File: config.mk
export PLATFORM = sky130hd
export DESIGN_NAME = xid_decode
export DESIGN_NICKNAME = d
export VERILOG_FILES = /design/src/xid_decode.v /design/src/xid_phase.v
export VERILOG_INCLUDE_DIRS = /design/src
export SDC_FILE = /design/constraint.sdc
export NUM_CORES = 1
export LEC_CHECK = 0
export ABC_AREA = 1
export BUFFER_PORTS_ARGS = -buffer_cell sky130_fd_sc_hd__clkbuf_2
export CORE_MARGIN = 2
export CORE_UTILIZATION = 50
export CTS_CLUSTER_SIZE = 14
export DETAILED_ROUTE_END_ITERATION = 7
export PLACE_DENSITY = 0.86
export SYNTH_ARGS = -nofsm -noshare
export SYNTH_HDL_FRONTEND = slang
export SYNTH_SLANG_ARGS = --single-unit
File: constraint.sdc
create_clock -name clk -period 2.9 [get_ports clk]
set_input_delay 0.435 -clock clk [delete_from_list [all_inputs] [get_ports clk]]
set_output_delay 0.435 -clock clk [all_outputs]
set_load 0.03 [all_outputs]
File: src/xid_regs.vh
// constants for the extended instruction decode block
`ifndef XID_REGS_VH
`define XID_REGS_VH
`define XID_PFX_XOR_WORK_WITH_FILE 6'h06
`define XID_OP_ADDPTR 8'hE8
`define XID_OP_SUBPTR 8'hE9
`define XID_OP_PUSH_LITERAL 8'hEA
`define XID_OP_MOVS 8'hEB
`define XID_OP_CALL_VIA_WORK_REGISTER 16'h0014
`define XID_OP_SECOND 4'hF
`define XID_OFFSET_MAX 8'h5F
`define XID_PTR_TWO 2'h3
`define XID_PHASE_LAST 2'h3
`define XID_PHASE_READ 2'h1
`define XID_PHASE_WRITE 2'h3
`define XID_ACCESS_HI 8'h60
`define XID_ACCESS_BANK 4'hF
`define XID_PC_STEP 21'h000002
`define XID_PTR_RST 12'h000
`define XID_WORKING_REGISTER_RST 8'h00
`endif
File: src/xid_decode.v
// extended instruction decode and execute for the 8-bit core
// What this block does
// - prefix 000110 d a f decodes as xor of work register with file
// - d=0 writes result to work register, d=1 writes back to file
// - a=0 uses access bank, a=1 uses bank select register
// - a=0 with extension enabled and f<=95 means offset from pointer two
// - xor with file updates only negative and zero flags
// - extension active when config bit unprogrammed (high); programmed disables
// - E8/E9 add or subtract 6-bit literal to pointer, one cycle, no flags
// - pointer field 11 selects pointer two and returns afterwards
// - add-and-return takes two cycles, pc loaded from return stack top
// - subtract-and-return takes two cycles, returns, no flags changed
// - 0014 is two-cycle call via work register, no flags
// - call pushes pc+2, loads low from work register, high/upper from latches
// - EB with bit7=0 plus F-word is two-cycle move indexed to absolute
// - EB with bit7=1 plus F-word is two-cycle move indexed to indexed
// - EA stores literal at pointer two then decrements it, one cycle
// - every extended instruction except the 0014 call modifies or indexes through a pointer
//
// Strobed register access and the address map were chosen for this implementation.
`timescale 1ns/1ps
`default_nettype none
`include "xid_regs.vh"
module xid_decode (
  // clock and reset
  input wire clk,
  input wire rst_n,
  // configuration
  input wire extensionEnableBit,
  // instruction stream
  input wire [15:0] instrWord,
  input wire instrValid,
  // core state
  input wire [3:0] bankSelectReg,
  input wire [7:0] counterHighLatch,
  input wire [4:0] counterUpperLatch,
  input wire [20:0] programCounter,
  input wire [20:0] topOfReturnStack,
  // data memory
  output reg [11:0] dataAddr,
  output reg dataRead,
  input wire [7:0] dataRdata,
  output reg dataWrite,
  output reg [7:0] dataWdata,
  // results
  output reg [7:0] workingRegister,
  output reg flagNegative,
  output reg flagZero,
  output reg [11:0] pointer0,
  output reg [11:0] pointer1,
  output reg [11:0] pointerTwo,
  output reg pcLoad,
  output reg [20:0] pcValue,
  output reg stackPush,
  output reg [20:0] stackPushValue,
  output reg instrDone,
  output reg unknownOp
);
  // ------------------------------------------------------------
  // phase generator
  // ------------------------------------------------------------
  wire [1:0] phase;
  wire cycleEnd;
  xid_phase uPhase (
    .clk(clk),
    .rst_n(rst_n),
    .phase(phase),
    .cycleEnd(cycleEnd)
  );
  // ------------------------------------------------------------
  // decode
  // ------------------------------------------------------------
  localparam ST_FIRST = 3'b001;
  localparam ST_SECOND = 3'b010;
  localparam ST_NOP = 3'b100;
  reg [2:0] state;
  reg [15:0] ir;
  reg [11:0] srcAddr;
  reg movIndexed;
  reg [7:0] moveData;
  wire extOn = extensionEnableBit;
  wire isXor = (ir[15:10] == `XID_PFX_XOR_WORK_WITH_FILE);
  wire isAdd = extOn && (ir[15:8] == `XID_OP_ADDPTR);
  wire isSub = extOn && (ir[15:8] == `XID_OP_SUBPTR);
  wire isPush = extOn && (ir[15:8] == `XID_OP_PUSH_LITERAL);
  wire isMovs = extOn && (ir[15:8] == `XID_OP_MOVS);
  wire isCall = extOn && (ir == `XID_OP_CALL_VIA_WORK_REGISTER);
  wire withRet = (ir[7:6] == `XID_PTR_TWO);
  wire xorD = ir[9];
  wire xorA = ir[8];
  wire [7:0] xorF = ir[7:0];
  // address of the xor operand
  reg [11:0] xorAddr;
  always @* begin
    if (!xorA && extOn && (xorF <= `XID_OFFSET_MAX)) begin
      xorAddr = pointerTwo + {4'h0, xorF};
    end else if (!xorA) begin
      // access bank offsets below 60h are in bank 0, offsets from 60h up are in the top bank
      xorAddr = (xorF < `XID_ACCESS_HI) ? {4'h0, xorF} : {`XID_ACCESS_BANK, xorF};
    end else begin
      xorAddr = {bankSelectReg, xorF};
    end
  end
  wire [7:0] xorResult = workingRegister ^ dataRdata;
  wire [11:0] lit6 = {6'h00, ir[5:0]};
  wire [11:0] srcIdx = pointerTwo + {5'h00, ir[6:0]};
  // ------------------------------------------------------------
  // execute
  // ------------------------------------------------------------
  always @(posedge clk or negedge rst_n) begin
    if (!rst_n) begin
      state <= ST_FIRST;
      ir <= 16'h0000;
      srcAddr <= `XID_PTR_RST;
      movIndexed <= 1'b0;
      moveData <= 8'h00;
      dataAddr <= `XID_PTR_RST;
      dataRead <= 1'b0;
      dataWrite <= 1'b0;
      dataWdata <= 8'h00;
      workingRegister <= `XID_WORKING_REGISTER_RST;
      flagNegative <= 1'b0;
      flagZero <= 1'b0;
      pointer0 <= `XID_PTR_RST;
      pointer1 <= `XID_PTR_RST;
      pointerTwo <= `XID_PTR_RST;
      pcLoad <= 1'b0;
      pcValue <= 21'h000000;
      stackPush <= 1'b0;
      stackPushValue <= 21'h000000;
      instrDone <= 1'b0;
      unknownOp <= 1'b0;
    end else begin
      dataRead <= 1'b0;
      dataWrite <= 1'b0;
      pcLoad <= 1'b0;
      stackPush <= 1'b0;
      instrDone <= 1'b0;
      unknownOp <= 1'b0;
      case (state)
        ST_FIRST: begin
          // Q1: take the instruction word
          if (phase == 2'h0) begin
            ir <= instrValid ? instrWord : 16'h0000;
          end
          if (phase == `XID_PHASE_READ) begin
            if (isXor) begin
              dataAddr <= xorAddr;
              dataRead <= 1'b1;
            end else if (isMovs) begin
              srcAddr <= srcIdx;
              dataAddr <= srcIdx;
              dataRead <= 1'b1;
            end
          end
          if (phase == `XID_PHASE_WRITE) begin
            if (isXor) begin
              flagNegative <= xorResult[7];
              flagZero <= (xorResult == 8'h00);
              if (xorD) begin
                dataWrite <= 1'b1;
                dataWdata <= xorResult;
              end else begin
                workingRegister <= xorResult;
              end
              instrDone <= 1'b1;
            end else if (isAdd || isSub) begin
              // pointer arithmetic, plus the return when the pointer field is 11; flags untouched
              case (ir[7:6])
                2'h0: pointer0 <= isAdd ? pointer0 + lit6 : pointer0 - lit6;
                2'h1: pointer1 <= isAdd ? pointer1 + lit6 : pointer1 - lit6;
                default: pointerTwo <= isAdd ? pointerTwo + lit6 : pointerTwo - lit6;
              endcase
              if (withRet) begin
                pcLoad <= 1'b1;
                pcValue <= topOfReturnStack;
                state <= ST_NOP;
              end else begin
                instrDone <= 1'b1;
              end
            end else if (isPush) begin
              dataAddr <= pointerTwo;
              dataWrite <= 1'b1;
              dataWdata <= ir[7:0];
              pointerTwo <= pointerTwo - 12'h001;
              instrDone <= 1'b1;
            end else if (isCall) begin
              stackPush <= 1'b1;
              stackPushValue <= programCounter + `XID_PC_STEP;
              pcLoad <= 1'b1;
              pcValue <= {counterUpperLatch, counterHighLatch, workingRegister};
              state <= ST_NOP;
            end else if (isMovs) begin
              // read data only stand in the cycle after the read strobe
              moveData <= dataRdata;
              movIndexed <= ir[7];
              state <= ST_SECOND;
            end else begin
              // word outside this block's share of the set; an all-zero word is an idle slot
              unknownOp <= |ir;
              instrDone <= 1'b1;
            end
          end
        end
        ST_SECOND: begin
          if (phase == 2'h0) begin
            ir <= instrWord;
          end
          if (phase == `XID_PHASE_WRITE) begin
            // a broken second word leaves memory untouched
            if (ir[15:12] == `XID_OP_SECOND) begin
              dataAddr <= movIndexed ? pointerTwo + {5'h00, ir[6:0]} : ir[11:0];
              dataWrite <= 1'b1;
              dataWdata <= moveData;
            end else begin
              unknownOp <= 1'b1;
            end
            instrDone <= 1'b1;
            state <= ST_FIRST;
          end
        end
        ST_NOP: begin
          // second cycle is a no-operation while the new target is fetched
          if (cycleEnd) begin
            instrDone <= 1'b1;
            state <= ST_FIRST;
          end
        end
        default: begin
          state <= ST_FIRST;
        end
      endcase
    end
  end
endmodule // xid_decode
`default_nettype wire

File: src/xid_phase.v
// four-phase instruction clock generator
`timescale 1ns/1ps
`default_nettype none
`include "xid_regs.vh"
module xid_phase (
  // clock and reset
  input wire clk,
  input wire rst_n,
  // phase outputs
  output reg [1:0] phase,
  output wire cycleEnd
);
  assign cycleEnd = (phase == `XID_PHASE_LAST);
  always @(posedge clk or negedge rst_n) begin
    if (!rst_n) begin
      phase <= 2'h0;
    end else begin
      phase <= phase + 2'h1;
    end
  end
endmodule // xid_phase
`default_nettype wire

==> impl_metrics.yaml <==
status:
  status: "finished with violations"
  violations: "negative hold slack, negative setup slack"
logic_synthesis:
  synth_ff_type: "dfrtp_1"
  synth_cells: 1246
  ys_ff_latch: 144
  yosys_warnings: 0
  synth_commonest_cells: "353 x nand2_1, 143 x dfrtp_1, 115 x o21ai_0"
  syn_avg_cell_area_um2: 7.559
  synth_cell_types: 51
  synth.yosys.seq_area_share: 0.3827
  yosys.area.top_type: "dfrtp_1"
  yosysMostFrequentCell: "nand2_1"
  synth_edf_count: 0
  yosysTopAreaCellShare: 0.3799
  async_reset_ff_frac: 1.000
  synth_nets: 1383
  synth_area_leaders: "dfrtp_1 38%, nand2_1 14%, ha_1 6.1%, o21ai_0 6.1%, a21oi_1 5.0%"
  syn_area_um2: 9419
route:
  wl_mm: 28.85
  via_per_inst: 5.573
  wire_per_inst_um: 16.65
  num_vias: 9658
  drc: 0
  final_antenna_net_count: 0
  drt_iter0_markers: 975
  first_pass_iters: 7
setup_path:
  endpoint_kind: "flop"
  critPathKind: "reg -> reg"
  worst_ep_required_time_ns: 3.24
  path_cells: "inv_1, nand2_2, inv_1, nand3_2, nor2_4, buf_4, inv_2, nor2_1, inv_1, ha_1, nand2_1, nor3_1, nor2_1, buf_4, buf_4, xor2_1, o21ai_0"
  slowest_stage: "dfrtp_1"
  crit_buf_inv: 7
  cp_max_fo: 14
  critPathMaxStageDelay_ns: 0.39
  cp_top_family: "simple AND/OR/NAND/NOR gates"
  start_kind: "flop"
  cp.arrival_ns: 3.25
clock_tree:
  cts_buffer_depth: 2
  clock_latency_ns: 0.43
  cts_hold_buf: 0
  cts_tree: "yes"
  cts_root_buf: "clkbuf_16"
  numCtsBuffers: 17
  clk_pin_slew_ns: 0.07
  cts.sinks: 144
  htree_levels: 4
finish:
  layout-drive-gt1-share: 0.2588
  fillCellCount: 1484
  fin_nets: 1623
  antenna_cells: 0
  multi_input_area_um2: 5589
  register_area_um2: 3605
  syn_to_final_growth_pct: 26.89
global_routing:
  antenna_found_initial: 0
  grt_first_pass_wirelength_mm: 44.63
  track_usage: 0.2789
  grt_max_degree: 65
  grt_pass1_vias: 8862
  grt-ovfl-total: 0
floorplanning:
  die-area_um2: 19950
  initial_core_util: 0.5069
  coreArea_um2: 18580
  die_h_um: 141.3
  rows: 50
  dieWidth_um: 141.3
  pin_count: 201
sta:
  whs_ns: -0.0005081
  slew_headroom: 0.5213
  timing.final.crit_share: 1.004
  fin_ws_ns: -0.01259
  hold_viol: 2
  finalMaxSlewViolations: 0
  skew_ns: 0.01341
  rsz0062_at_grt: "true"
  worstMarginPinSlew_ns: 0.7125
  fmax_mhz: 343.3
  setup_viol_count_final: 3
  period_minus_slack_ns: 2.913
min_path:
  hold_class: "in -> async"
place:
  hpwlAfterDp_mm: 21.02
  place_congestion: 0.9847
  place.port_buffers: 200
power_and_ir_drop:
  ir_drop_v: 0.0004885
  p_per_area_nw_per_um2: 435.0
  p_total_w: 0.005199
  power_leakage_nw: 6.114
job:
  drv_cap: 0
==> layout make-up <==
class | count | area share
flip-flops and latches | 144 | 0.3016
clock inverters | 13 | 0.01193
well taps | 234 | 0.02450
inverters | 113 | 0.03601
clock buffers | 19 | 0.03706
multi-input cells | 955 | 0.4676
repair buffers | 255 | 0.1212
==> sequential cells by signal, summed over array words and instances (netlist names), 2 cells and up <==
signal	count
state	3
pointerTwo	12
dataAddr	12
pcValue	21
ir	16
dataWdata	8
pointer1	12
moveData	8
stackPushValue	21
workingRegister	8
pointer0	12
uPhase.phase	2
==> metrics by stage <==
step / std cells / worst slack [ns] / cell area (µm²) / TNS, ns / utilization
floorplan: 1246 / 0.03172 / 9419 / 0 / -
global placement: 1690 / 0.02097 / 10920 / 0 / 0.5877
detailed placement: 1690 / -0.01255 / 10920 / -0.01255 / 0.5877
CTS: 1723 / 0.003180 / 11530 / 0 / 0.6207
global route: 1733 / -0.3045 / 11950 / -1.554 / 0.6432
finish: 1733 / -0.01259 / 11950 / -0.02100 / 0.6432
==> what timing repair did <==
item / 4_1_cts / 5_1_grt
buffers inserted: 1 / 10
hold endpoints to repair: 0 / 0
pin swaps: 2 / 16
resized for setup: 7 / 75
endpoints found under the setup margin: 6 / 23
==> final timing paths <==
check | startpoint | endpoint | slack, ns | cells past startpoint
hold reg to reg | pointer0[11] | pointer0[11] | 0.46 | 1
max in group asynchronous | rst_n | pcValue[13] | 2.17 | 2
min in group clk | programCounter[0] | stackPushValue[0] | 0.20 | 3
hold / removal | rst_n | pointer1[5] | -0.0005 | 1
setup / recovery | ir[10] | pointerTwo[5] | -0.01 | 17
setup reg to reg | ir[10] | pointerTwo[5] | -0.01 | 17
==> layout by cell type (no fill, tap or decap), types with 9 or more instances in the layout <==
master,netlist,routed
dfrtp_1,143,143
ha_1,46,31
nand2_1,353,347
clkbuf_2,1,199
nand2_2,3,9
a21oi_2,0,11
nand4_1,14,14
inv_2,6,10
xnor2_1,21,21
mux2i_1,21,21
o21ai_1,5,11
xor2_1,37,36
clkbuf_16,0,17
a21oi_1,94,82
nand3_1,65,63
o21ai_0,115,102
inv_1,104,99
o211ai_1,10,10
ha_4,0,14
buf_4,3,52
nor2_1,89,86
==> per-layer routing <==
layer,track usage,wire length [µm]
met2,0.4599,13820
met4,0.1063,1132
met1,0.3649,11640
met5,0,0
met3,0.05535,2262
==> report_power, final <==
part / internal, W / total (W) / leakage (nW) / switching (W)
Clock: 0.00124 / 0.00221 / 0.283 / 0.000968
Combinational: 0.000300 / 0.000840 / 3.98 / 0.000540
Sequential: 0.00208 / 0.00215 / 1.85 / 0.0000703
Total: 0.00362 / 0.00520 / 6.11 / 0.00158
==> logic make-up (layout without fill, tap and decap cells) <==
family,Yosys count,count (layout),synth area share
compound gates,258,258,0.1505
mux,29,29,0.03188
buf+inv,147,400,0.06310
xor+xnor,58,58,0.05393
flops,144,144,0.3827
simple gates,560,560,0.2483
fa+ha+maj,50,50,0.06961
No activity file was read; power rests on OpenSTA's default activity.
